[config.mk]
export PLATFORM = sky130hd
export DESIGN_NAME = irc_top
export DESIGN_NICKNAME = d
export VERILOG_FILES = /design/src/rtl/irc_pkg.sv /design/src/rtl/irc_pkt_if.sv /design/src/rtl/irc_filter.sv /design/src/rtl/irc_top.sv
export SDC_FILE = /design/constraint.sdc
export NUM_CORES = 2
export LEC_CHECK = 0
export ABC_AREA = 1
export BUFFER_PORTS_ARGS = -buffer_cell sky130_fd_sc_hd__buf_2
export CAP_MARGIN = 20
export CORE_AREA = 2 2 418 420
export DETAILED_ROUTE_END_ITERATION = 8
export DIE_AREA = 0 0 420 422
export HOLD_SLACK_MARGIN = 0.1
export PLACE_DENSITY_LB_ADDON = 0.3
export SETUP_SLACK_MARGIN = 0.1
export SLEW_MARGIN = 20
export SYNTH_ARGS = -nofsm -noshare
export SYNTH_HDL_FRONTEND = slang
export SYNTH_HIERARCHICAL = 1
export SYNTH_SLANG_ARGS = --single-unit
[constraint.sdc]
create_clock -name core_clk -period 40.2 [get_ports core_clk]
set_input_delay 4.02 -clock core_clk [delete_from_list [all_inputs] [get_ports core_clk]]
set_output_delay 4.02 -clock core_clk [all_outputs]
set_load 0.01 [all_outputs]
[src/rtl/irc_pkg.sv]
// Purpose: constants and types for the receive context start and accept logic
// Assumes: one clock, plain register port, eight contexts
// Notes: register index of a context adds CTX_STRIDE times the context number
// How it works
// - setting run launches a fetch at the context's program pointer address
// - eight contexts, registers repeat every 32 bytes from the base offsets
// - pointer bits 31:4 hold the 16-byte aligned program start address
// - match bits 31..28 accept tags 11b, 10b, 01b, 00b
// - match bits 27 and 7 always read zero
// - start-on-cycle withholds reception until start value equals cycle value
// - cycle value is seconds bits 26:25 above count bits 24:12
// - wait-select 11b compares match bits 11:8 against packet sync
// - filter bit with tag one enable needs sync top bits 00b
// - sync restriction touches only tag 01b packets
// - filter lock forces the marker filter bit to one, writes ignored
// - bits 5:0 select the single accepted channel
// - multi-channel mode uses the shared channel mask instead
// - start-on-cycle enable clears once a cycle-started context is active
package irc_pkg;
    localparam int          NUM_CTX        = 8;
    localparam logic [11:0] PTR_BASE       = 12'h40C;
    localparam logic [15:0] MATCH_BASE     = 16'h410C;
    localparam logic [15:0] CTRL_BASE      = 16'h4100; // context control, own offset
    localparam logic [15:0] MASK_HI_OFS    = 16'h4200; // channel mask 63:32
    localparam logic [15:0] MASK_LO_OFS    = 16'h4204; // channel mask 31:0
    localparam logic [15:0] LINK_CTRL_OFS  = 16'h4208; // bit 0 filter lock
    localparam logic [15:0] CTX_STRIDE     = 16'h0020;
    localparam logic [31:0] MATCH_RD_MASK  = 32'hF7FF_FF7F;
    localparam int          PTR_ADDR_LSB   = 4;
    localparam int          TAG_THREE_BIT  = 31;
    localparam int          TAG_TWO_BIT    = 30;
    localparam int          TAG_ONE_BIT    = 29;
    localparam int          TAG_ZERO_BIT   = 28;
    localparam int          CYC_MSB        = 26;
    localparam int          CYC_LSB        = 12;
    localparam int          SYNC_MSB       = 11;
    localparam int          SYNC_LSB       = 8;
    localparam int          FILT_BIT       = 6;
    localparam int          CTRL_RUN_BIT   = 15;
    localparam int          CTRL_ACT_BIT   = 10;
    localparam int          CTRL_SOC_BIT   = 29;
    localparam int          CTRL_MCM_BIT   = 28;
    localparam int          CTRL_WAIT_LSB  = 0;   // wait-select 1:0, own bits
    localparam logic [1:0]  WAIT_SYNC      = 2'h3;
    localparam logic [31:0] RESET_WORD     = 32'h0000_0000;
    typedef enum logic [1:0] {IRC_IDLE, IRC_FETCH, IRC_WAITCYC, IRC_ACTIVE} irc_state_t;
endpackage

[src/rtl/irc_pkt_if.sv]
// Purpose: carries one received packet header between top and filter
// Assumes: same clock as top
// Notes: valid is a one-cycle pulse
interface irc_pkt_if;
    logic       valid;
    logic [1:0] tag;
    logic [5:0] chan;
    logic [3:0] sync;
    modport src (output valid, output tag, output chan, output sync);
    modport dst (input  valid, input  tag, input  chan, input  sync);
endinterface

[src/rtl/irc_filter.sv]
// Purpose: per-context accept decision for one packet header
// Assumes: header stable in the valid cycle
// Notes: purely combinational, top registers the result
module irc_filter (
    irc_pkt_if.dst     pkt,
    input  wire logic [31:0] match_word,
    input  wire logic        multi_mode,
    input  wire logic [63:0] chan_mask,
    input  wire logic        wait_sync,
    output logic             accept
);
    logic tag_ok;
    logic chan_ok;
    logic filt_ok;
    logic sync_ok;
    // tag enable picked by the tag value itself
    assign tag_ok  = match_word[irc_pkg::TAG_ZERO_BIT + {3'h0, pkt.tag}];
    // mask replaces the channel field in multi-channel mode
    assign chan_ok = multi_mode ? chan_mask[pkt.chan]
                   : (pkt.chan == match_word[5:0]);
    // restriction only bites tag 01b packets
    assign filt_ok = !(match_word[irc_pkg::FILT_BIT] && match_word[irc_pkg::TAG_ONE_BIT]
                       && pkt.tag == 2'h1) || (pkt.sync[3:2] == 2'h0);
    assign sync_ok = !wait_sync
                   || pkt.sync == match_word[irc_pkg::SYNC_MSB:irc_pkg::SYNC_LSB];
    assign accept  = pkt.valid && tag_ok && chan_ok && filt_ok && sync_ok;
endmodule

[src/rtl/irc_top.sv]
// Purpose: start and accept logic for eight isochronous receive contexts
// Assumes: register port, link delivers headers and cycle timer on core_clk
// Notes: descriptor engine sits outside; fetch_req hands it an address
module irc_top (
    input  wire logic        core_clk,
    input  wire logic        sys_rst,
    input  wire logic [15:0] reg_addr,
    input  wire logic [31:0] reg_wdata,
    input  wire logic        reg_wr,
    input  wire logic        reg_rd,
    output logic [31:0]      reg_rdata,
    input  wire logic [31:0] cycle_timer,
    input  wire logic        pkt_valid,
    input  wire logic [1:0]  pkt_tag,
    input  wire logic [5:0]  pkt_chan,
    input  wire logic [3:0]  pkt_sync,
    input  wire logic        fetch_done,
    output logic             fetch_req,
    output logic [2:0]       fetch_ctx,
    output logic [31:0]      fetch_addr,
    output logic [3:0]       fetch_count,
    output logic [7:0]       pkt_accept
);
    localparam int N = irc_pkg::NUM_CTX;
    localparam logic [31:0] ACT_MASK = 32'h0000_0001 << irc_pkg::CTRL_ACT_BIT;

    logic [31:0]      ptr_r   [N];
    logic [31:0]      match_r [N];
    logic [31:0]      ctrl_r  [N];
    irc_pkg::irc_state_t st_r [N];
    logic [31:0]      mask_hi_r;
    logic [31:0]      mask_lo_r;
    logic             lock_r;
    logic [31:0]      reg_rdata_r;
    logic [7:0]       accept_r;
    logic [7:0]       acc_w;
    logic [7:0]       req_w;
    logic [7:0]       run_rise;
    logic [7:0]       run_d_r;
    logic             busy_r;
    logic [2:0]       busy_ctx_r;
    logic [14:0]      cyc_now;
    logic [2:0]       grant;
    logic             grant_ok;
    irc_pkt_if        pkt ();

    // index of a context from a byte address, bit 3 as valid flag, zero on a miss
    function automatic logic [3:0] ctx_of(input logic [15:0] a, input logic [15:0] base);
        logic [15:0] d;
        d = a - base;
        if (a >= base && d[4:0] == 5'h00 && d[15:5] < 11'(N))
            return {1'b1, d[7:5]};
        return 4'h0;
    endfunction

    assign pkt.valid = pkt_valid;
    assign pkt.tag   = pkt_tag;
    assign pkt.chan  = pkt_chan;
    assign pkt.sync  = pkt_sync;
    // seconds low bits joined above the count field
    assign cyc_now = {cycle_timer[26:25], cycle_timer[24:12]};

    // address decode
    logic [3:0] ptr_hit;
    logic [3:0] match_hit;
    logic [3:0] ctrl_hit;
    assign ptr_hit   = ctx_of(reg_addr, {4'h0, irc_pkg::PTR_BASE});
    assign match_hit = ctx_of(reg_addr, irc_pkg::MATCH_BASE);
    assign ctrl_hit  = ctx_of(reg_addr, irc_pkg::CTRL_BASE);

    // lowest pending launch request wins the fetch port
    always_comb
    begin
        grant    = 3'h0;
        grant_ok = 1'b0;
        for (int i = N - 1; i >= 0; i--)
        begin
            if (req_w[i])
            begin
                grant    = 3'(i);
                grant_ok = 1'b1;
            end
        end
    end

    genvar g;
    generate
        for (g = 0; g < N; g++)
        begin : ctx
            logic wsel;
            assign wsel = ctrl_r[g][irc_pkg::CTRL_WAIT_LSB +: 2] == irc_pkg::WAIT_SYNC;
            assign run_rise[g] = ctrl_r[g][irc_pkg::CTRL_RUN_BIT] && !run_d_r[g];
            assign req_w[g]    = st_r[g] == irc_pkg::IRC_FETCH && !busy_r;
            irc_filter u_filt (
                .pkt        (pkt),
                .match_word (match_r[g]),
                .multi_mode (ctrl_r[g][irc_pkg::CTRL_MCM_BIT]),
                .chan_mask  ({mask_hi_r, mask_lo_r}),
                .wait_sync  (wsel),
                .accept     (acc_w[g])
            );
        end
    endgenerate

    // per-context start sequencing
    always_ff @(posedge core_clk or posedge sys_rst)
    begin
        if (sys_rst)
        begin
            for (int i = 0; i < N; i++)
            begin
                st_r[i]    <= irc_pkg::IRC_IDLE;
                ptr_r[i]   <= irc_pkg::RESET_WORD;
                match_r[i] <= irc_pkg::RESET_WORD;
                ctrl_r[i]  <= irc_pkg::RESET_WORD;
            end
            run_d_r    <= 8'h00;
            busy_r     <= 1'b0;
            busy_ctx_r <= 3'h0;
            accept_r   <= 8'h00;
        end
        else
        begin
            run_d_r <= {ctrl_r[7][15], ctrl_r[6][15], ctrl_r[5][15], ctrl_r[4][15],
                        ctrl_r[3][15], ctrl_r[2][15], ctrl_r[1][15], ctrl_r[0][15]};
            for (int i = 0; i < N; i++)
            begin
                if (reg_wr && ptr_hit == {1'b1, 3'(i)})
                    ptr_r[i] <= reg_wdata;
                if (reg_wr && match_hit == {1'b1, 3'(i)})
                    match_r[i] <= reg_wdata & irc_pkg::MATCH_RD_MASK;
                if (lock_r)
                    match_r[i][irc_pkg::FILT_BIT] <= 1'b1;
                if (reg_wr && ctrl_hit == {1'b1, 3'(i)})
                    ctrl_r[i] <= (reg_wdata & ~ACT_MASK) | (ctrl_r[i] & ACT_MASK); // active is hardware-owned
                case (st_r[i])
                    irc_pkg::IRC_IDLE:
                        if (run_rise[i])
                            st_r[i] <= irc_pkg::IRC_FETCH;
                    irc_pkg::IRC_FETCH:
                        if (req_w[i] && grant == 3'(i))
                            st_r[i] <= irc_pkg::IRC_WAITCYC;
                    irc_pkg::IRC_WAITCYC:
                        if (!busy_r || busy_ctx_r != 3'(i) || fetch_done)
                        begin
                            if (!ctrl_r[i][irc_pkg::CTRL_SOC_BIT]
                                || match_r[i][irc_pkg::CYC_MSB:irc_pkg::CYC_LSB] == cyc_now)
                            begin
                                st_r[i] <= irc_pkg::IRC_ACTIVE;
                                ctrl_r[i][irc_pkg::CTRL_SOC_BIT] <= 1'b0;
                                ctrl_r[i][irc_pkg::CTRL_ACT_BIT] <= 1'b1;
                            end
                        end
                    irc_pkg::IRC_ACTIVE:
                        ;
                    default:
                        st_r[i] <= irc_pkg::IRC_IDLE;
                endcase
                if (!ctrl_r[i][irc_pkg::CTRL_RUN_BIT])
                begin
                    st_r[i] <= irc_pkg::IRC_IDLE;
                    ctrl_r[i][irc_pkg::CTRL_ACT_BIT] <= 1'b0;
                end
                // only an active context may take packets
                accept_r[i] <= acc_w[i] && st_r[i] == irc_pkg::IRC_ACTIVE;
            end
            if (grant_ok)
            begin
                busy_r     <= 1'b1;
                busy_ctx_r <= grant;
            end
            else if (fetch_done)
                busy_r <= 1'b0;
        end
    end

    // shared registers
    always_ff @(posedge core_clk or posedge sys_rst)
    begin
        if (sys_rst)
        begin
            mask_hi_r <= irc_pkg::RESET_WORD;
            mask_lo_r <= irc_pkg::RESET_WORD;
            lock_r    <= 1'b0;
        end
        else if (reg_wr)
        begin
            if (reg_addr == irc_pkg::MASK_HI_OFS)
                mask_hi_r <= reg_wdata;
            else if (reg_addr == irc_pkg::MASK_LO_OFS)
                mask_lo_r <= reg_wdata;
            else if (reg_addr == irc_pkg::LINK_CTRL_OFS)
                lock_r <= reg_wdata[0];
        end
    end

    // read mux; unmapped addresses read zero
    logic [31:0] rd_w;
    assign rd_w = ptr_hit[3]   ? ptr_r[ptr_hit[2:0]]
                : match_hit[3] ? (match_r[match_hit[2:0]] & irc_pkg::MATCH_RD_MASK)
                : ctrl_hit[3]  ? ctrl_r[ctrl_hit[2:0]]
                : reg_addr == irc_pkg::MASK_HI_OFS   ? mask_hi_r
                : reg_addr == irc_pkg::MASK_LO_OFS   ? mask_lo_r
                : reg_addr == irc_pkg::LINK_CTRL_OFS ? {31'h0, lock_r}
                : 32'h0000_0000;

    // fetch registers: aligned address and count taken from the pointer
    logic [31:0] faddr_r;
    logic [3:0]  fcnt_r;
    logic [2:0]  fctx_r;
    logic        freq_r;
    always_ff @(posedge core_clk or posedge sys_rst)
    begin
        if (sys_rst)
        begin
            reg_rdata_r <= 32'h0000_0000;
            faddr_r     <= 32'h0000_0000;
            fcnt_r      <= 4'h0;
            fctx_r      <= 3'h0;
            freq_r      <= 1'b0;
        end
        else
        begin
            reg_rdata_r <= reg_rd ? rd_w : 32'h0000_0000;
            freq_r      <= grant_ok;
            if (grant_ok)
            begin
                faddr_r <= {ptr_r[grant][31:irc_pkg::PTR_ADDR_LSB], 4'h0};
                fcnt_r  <= ptr_r[grant][3:0];
                fctx_r  <= grant;
            end
        end
    end

    assign reg_rdata   = reg_rdata_r;
    assign fetch_req   = freq_r;
    assign fetch_addr  = faddr_r;
    assign fetch_count = fcnt_r;
    assign fetch_ctx   = fctx_r;
    assign pkt_accept  = accept_r;

    // assertions; most watch contexts 2 and 4, the ones the scenarios run; lock_force_a and match_store_a watch contexts 0 and 7,
    // rsvd_zero_a and lock_read_a watch a read of any match register, since every context is the same copy of the logic
    logic [63:0] mask_w;
    assign mask_w = {mask_hi_r, mask_lo_r};

    logic [3:0] h0;
    assign h0 = ctx_of(reg_addr, irc_pkg::MATCH_BASE);
endmodule

# Yosys cells after proc, flatten, opt, wreduce, memory -nomap -nowiden
# Cells that the tools add are included.
op_classes:
  addsub: 4
  order_cmp: 12
  n_eq_ne: 138
  mux: 200
  bitwise: 14
  reduce_logical: 217
ops:
  columns: ["cell", "n"]
  rows:
  - ["two-way mux 32 bit", 14]
  - ["binary-select mux 32 bit (select 3 bit)", 4]
  - ["bitwise OR 32 x 11 -> 32 bit", 8]
  - ["two-way mux 30 bit", 8]
  - ["== test 15 bit", 8]
  - ["logical AND 1 bit", 110]
  - ["== test 4 bit, second input constant", 24]
  - ["two-way mux 1 bit", 95]
  - ["!= test 3 bit, second input constant", 28]
  - ["two-way mux 2 bit", 40]
  - ["two-way mux 7 bit", 8]
  - ["== test 16 x 15 -> 1 bit, second input constant", 3]
  - ["== test 2 bit, second input constant", 24]
  - ["== test 6 bit", 8]
  - ["case mux 2 bit (3 select lines)", 8]
  - ["binary-select mux 1 bit (select 5 bit)", 8]
  - ["logical OR 1 bit", 40]
  - ["AND reduction 5 bit", 8]
  - ["zero test 1 bit", 33]
  - ["less-than comparator 11 x 4 -> 1 bit, second input constant", 3]
  - ["== test 4 bit", 8]
  - ["greater-or-equal comparator 16 x 15 -> 1 bit, second input constant", 2]
  - ["less-than comparator 32 x 6 -> 1 bit, second input constant", 1]
  - ["!= test 4 x 1 -> 1 bit, second input constant", 8]
  - ["other kinds (25)", 84]
totals:
  regBits: 918
  input_bits: 98
  output_inout_bits: 80
  elab_cells: 644

# Depth between registers and ports, before layout
logic_depth:
  depth_word: 15
  mapped_depth: 18
  ltp_nobuf: 17

# Hierarchy
# The synthesis kept the hierarchy.
modules_own_cells:
  columns: ["module", "instances", "cells_per_inst", "area_each_um2", "seq_area_each_um2"]
  rows:
  - ["irc_top", 1, 5475, 44440.1, 22972.0]
  - ["irc_filter at ctx[0].u_filt ...", 6, 179, 882.1, 0.0]
  - ["irc_filter at ctx[6].u_filt ...", 2, 178, 883.3, 0.0]

# Least setup slack after synthesis
# No wires, ideal clock.
synth_path:
  kind: "input to register"
  from: "input port reg_addr[6]"
  to: "register reg_rdata_r[12] (netlist: reg_rdata[12])"
  setup_ps: 133
  arrival_ps: 5811
  required_ps: 40067
  slack_ps: 34257
  cell_stages: 15
  path_buffers: 3
  cell_sequence: "buf_2 nor2_4 nand3_4 nor2_2 nor2_1 a21oi_1 nand2_1 buf_6 nor3_4 inv_4 buf_6 o21ai_1 o21ai_0 nand3_1 a21oi_1"
synth_via:
  elab_chain_len: 13
  word_cells_on_any_way: 44
  cone_classes: "add/sub (3); order compare (6); eq/ne (2); mux (24); bitwise (3); reduce/logical (6)"
synth_rtl:
  columns: ["item", "line", "source"]
  rows:
  - ["start, declared", "irc_top.sv:7", "input wire logic [15:0] reg_addr,"]
  - ["subtractor 16 x 15 -> 16 bit or greater-or-equal comparator 16 x 15 -> 1 bit (tied branches)", "irc_top.sv:50, irc_top.sv:51", null]
  - ["less-than comparator 11 x 4 -> 1 bit or logical AND 1 bit (tied branches)", "irc_top.sv:51", "if (a >= base && d[4:0] == 5'h00 && d[15:5] < 11'(N))"]
  - ["logical AND 1 bit", "irc_top.sv:51", null]
  - ["two-way mux 1 bit", "irc_top.sv:51", null]
  - ["two-way mux 4 bit", "irc_top.sv:53", "return 4'h0;"]
  - ["NOT 3 -> 4 bit (implied by the code)", "irc_top.sv:201", ": ctrl_hit[3] ? ctrl_r[ctrl_hit[2:0]]"]
  - ["binary-select mux 32 bit (select 3 bit)", "irc_top.sv:201", null]
  - ["two-way mux 32 bit (implied by the code) (2 in series)", "irc_top.sv:201", null]
  - ["two-way mux 32 bit", "irc_top.sv:201", null]
  - ["two-way mux 32 bit", "irc_top.sv:200", ": match_hit[3] ? (match_r[match_hit[2:0]] & irc_pkg::MATCH_RD_MASK)"]
  - ["two-way mux 32 bit (*)", "irc_top.sv:199", "assign rd_w = ptr_hit[3] ? ptr_r[ptr_hit[2:0]]"]
  - ["two-way mux 32 bit (*)", "irc_top.sv:224", "reg_rdata_r <= reg_rd ? rd_w : 32'h0000_0000;"]
  - ["end signal, assigned", "irc_top.sv:224", null]
  - ["end, declared", "irc_top.sv:34", "logic [31:0] reg_rdata_r;"]
# Mark *: on every way between the ends. The rest lies on a longest branch, timed or not. The select of a mux whose other input is x is not followed.
# A chain may end at the register's enable or synchronous reset.

# Worst setup path after layout
layout_path:
  from: "input port reg_addr[5]"
  to: "register ptr_r[130] in the netlist's numbering"
layout_via:
  elab_chain_len: 7
  word_cells_on_any_way: 10
  cone_classes: "add/sub (1); order compare (2); eq/ne (1); mux (3); reduce/logical (3)"
layout_rtl:
  columns: ["item", "line", "source"]
  rows:
  - ["subtractor 16 x 11 -> 16 bit or greater-or-equal comparator 16 x 11 -> 1 bit (tied branches)", "irc_top.sv:50, irc_top.sv:51", null]
  - ["less-than comparator 11 x 4 -> 1 bit or logical AND 1 bit (tied branches)", "irc_top.sv:51", null]
  - ["logical AND 1 bit", "irc_top.sv:51", null]
  - ["two-way mux 1 bit", "irc_top.sv:51", null]
  - ["two-way mux 4 bit (*)", "irc_top.sv:53", null]
  - ["== test 4 bit (*)", "irc_top.sv:128", "if (reg_wr && ptr_hit == {1'b1, 3'(i)})"]
  - ["logical AND 1 bit (*)", "irc_top.sv:128", null]
  - ["end signal, assigned by index", "irc_top.sv:113", "ptr_r[i] <= irc_pkg::RESET_WORD;"]
  - ["end signal, assigned by index", "irc_top.sv:129", "ptr_r[i] <= reg_wdata;"]
  - ["end, declared", "irc_top.sv:27", "logic [31:0] ptr_r [N];"]
# Marks and branches as above.

==> impl_metrics.toml <==
[outcome]
outcome = "finished, final reports clean"

[critical_path]
crit_path_start = "reg_addr[5]"
reg2reg_to = "fetch_addr[19]"
critPathLaunchType = "input port"
cp-end-kind = "register"
crit_required_ns = 40.75
worst-r2r-cell-count = 13
regToRegSetupSlack_ns = 36.52
crit_end = "ptr_r[130]"
r2r-start = "busy_r"
cp_data_arrival_time_ns = 8.40
critPathKind = "in -> reg"
critPathMaxFanout = 39

[logic_synthesis]
yosys_warnings = 6
syn-instance-count = 6905
synth_area_per_cell_sq_um = 7.46
yosysSeqAreaShare = 0.446
ys.flop_type = "dfrtp_1"
yosys.area.top_type = "dfrtp_1"
post-synth-top-count-cell = "nand2_1"
syn_area_sq_mm = 0.0515
synth_top_area_frac = 0.446
synthTopCellsByCount = "nand2_1, dfrtp_1, o21ai_0"
ys_types = 52
synth-edff-count = 0
async_flop_share = 1.00
synthTopCellsByArea = "dfrtp_1, nand2_1, o21ai_0"
synth-seq-cells = 918

[placed_design]
post-place-ws_ns = 31.67
post-dp-hpwl_microns = 127000
place.port_buffers = 156
post-place-cells = 9000
gp_congestion = 0.946

[global_route]
grt_max_degree = 171
grt_pass1_wl_microns = 299000
grtUsageTotal = 0.222
antenna_found_initial = 30
grt_overflow = 0
grt_pass1_vias = 44900

[pwr]
peakVddDrop_mv = 0.0415
power.density_mw_per_mm2 = 39.4
p_leak_nw = 26.9

[cts]
htreeDepth = 3
hold_buffers = 0
clock_latency_ns = 0.72
cts_tree = "yes"
cts-root-buf = "clkbuf_16"
cts_buffers = 99
ctsResizeCount = 0
clkTransAtPathRegs_ns = 0.06
postCtsSetupRepairBufs = 0
clock_sinks = 918
clk_path_buf_depth = 3

[timing]
fmax_mhz = 127
worst_pin_slew_ns = 1.15
hold_viol = 0
hold_ws_ns = 0.435
fin_crit_sh = 0.195
layout_min_cycle_time_ns = 7.85
clock_skew_ns = 0.0278
slew_viol_final = 0
setup_tns_ns = 0
rsz0062_at_grt = "false"
worst_slack_ns = 32.35
setup_violations = 0
slew_headroom = 0.231

[finish]
layout.cells.non_filler = 9202
final_util = 0.329
drive_gt1_frac = 0.0707
nFillCells = 18300
syn2layout_area_growth_pct = 10.6
nets = 6910

[job]
maxCapViolCount = 0

[floorplan]
start_util = 0.298
die_h_microns = 422
num_rows = 153
ioPinCount = 178
die_w_microns = 420
core_area_sq_mm = 0.173
die_area_sq_mm = 0.177

[routing]
wire_per_inst_microns = 21.7
routed_via_density = 5.18
wirelength_microns = 200000
drc = 0
vias = 47600
first_iter_violations = 5202
dr.pass1.iters = 8
ant_nets = 0

[hold_path]
min_path_type = "reg -> reg"
==> worst max-delay path: stages <==
cell and delay (ns):
buf_2 0.16, nor2_2 0.21, nand2_1 0.07, nor2_1 0.14, nand2_1 0.07, nand2_1 0.08
nor3_2 0.05, nand2_2 0.05, buf_4 0.59, inv_1 0.19, nand3_2 0.10, buf_4 0.58
inv_1 0.24, buf_4 0.36, nand2_2 0.60, buf_4 0.52, o21ai_0 0.15
==> through the flow <==
stage / total power, mW / instance area [sq um]
3_3_place_gp: 1.28 / 53400
2_1_floorplan: 1.13 / 51500
3_5_place_dp: 1.28 / 53500
4_1_cts: 2.25 / 56900
5_1_grt: 2.32 / 56900
6_report: 2.25 / 57000
==> worst min path at each step <==
stage | depth (start not counted) | to | startpoint | slack [ns]
2_1_floorplan | 0 | run_d_r[2] | ctrl_r[175] | 0.35
3_5_place_dp | 0 | run_d_r[0] | ctrl_r[239] | 0.43
6_report | 0 | run_d_r[0] | ctrl_r[239] | 0.44
5_1_grt | 0 | run_d_r[0] | ctrl_r[239] | 0.47
4_1_cts | 0 | run_d_r[0] | ctrl_r[239] | 0.44
3_3_place_gp | 0 | run_d_r[0] | ctrl_r[239] | 0.42
==> placed cells by master (no fill, tap or decap), drive strengths merged <==
cell type / synthesis / final
xor2: 44 / 44
o211a: 2 / 2
o2111ai: 22 / 22
buf: 161 / 231
nor4: 12 / 12
diode: 0 / 18
a22oi: 40 / 40
o22ai: 85 / 85
clkbuf: 302 / 146
o21ai: 892 / 892
or2: 5 / 5
nand3: 685 / 685
mux2i: 117 / 117
a21oi: 154 / 154
nand4: 44 / 44
nand3b: 2 / 2
dfrtp: 918 / 918
o41ai: 2 / 2
clkinv: 10 / 36
o211ai: 27 / 27
a31oi: 4 / 4
a21boi: 2 / 2
a211oi: 20 / 20
nor2: 634 / 634
conb: 1 / 4
o21a: 33 / 33
ha: 34 / 34
o221ai: 1 / 1
xnor2: 124 / 124
nor3: 14 / 14
o31ai: 2 / 2
inv: 492 / 492
a221oi: 8 / 8
nand2: 2012 / 2012
bufinv: 0 / 11
==> power breakdown <==
part           switching [mW]  leakage [nW]  internal (mW)  total (mW)
clock network           0.402          1.69          0.569       0.971
registers             0.00938          12.5          0.931       0.941
logic                   0.276          12.7         0.0583       0.335
==> flip-flops by register name, summed over array words and instances (netlist names) <==
signal,flops
ctrl_r,256
fetch_count,4
fetch_addr,28
st_r,16
run_d_r,8
lock_r,1
ptr_r,256
fetch_ctx,3
busy_r,1
match_r,240
mask_lo_r,32
mask_hi_r,32
reg_rdata,32
pkt_accept,8
fetch_req,1
==> metal layers <==
metal | part of all wire | global-route usage
met5 | 0.00038 | 0
met4 | 0.067 | 0.147
met3 | 0.069 | 0.0301
met2 | 0.44 | 0.338
met1 | 0.42 | 0.295
==> logic make-up after synthesis <==
kind of cell	Yosys count	synth area share
simple gates	3408	0.271
compound gates	1294	0.137
buf+inv	965	0.0859
flops	918	0.446
xor+xnor	168	0.0286
mux	117	0.0227
fa+ha+maj	34	0.00826
other cells	1	0.0000728
==> cell type report <==
class                      count  area, sq um  share of cell area
multi-input combinational   5025        24200               0.426
clock buffer                 145         2890              0.0508
timing repair buffer         232         1410              0.0247
sequential                   918        23000               0.403
clock inverter                37          519             0.00912
antenna                       18         45.0            0.000791
inverter                     502         1960              0.0344
tap                         2325         2910              0.0511
Note: power is estimated with default switching activity, not from simulation.
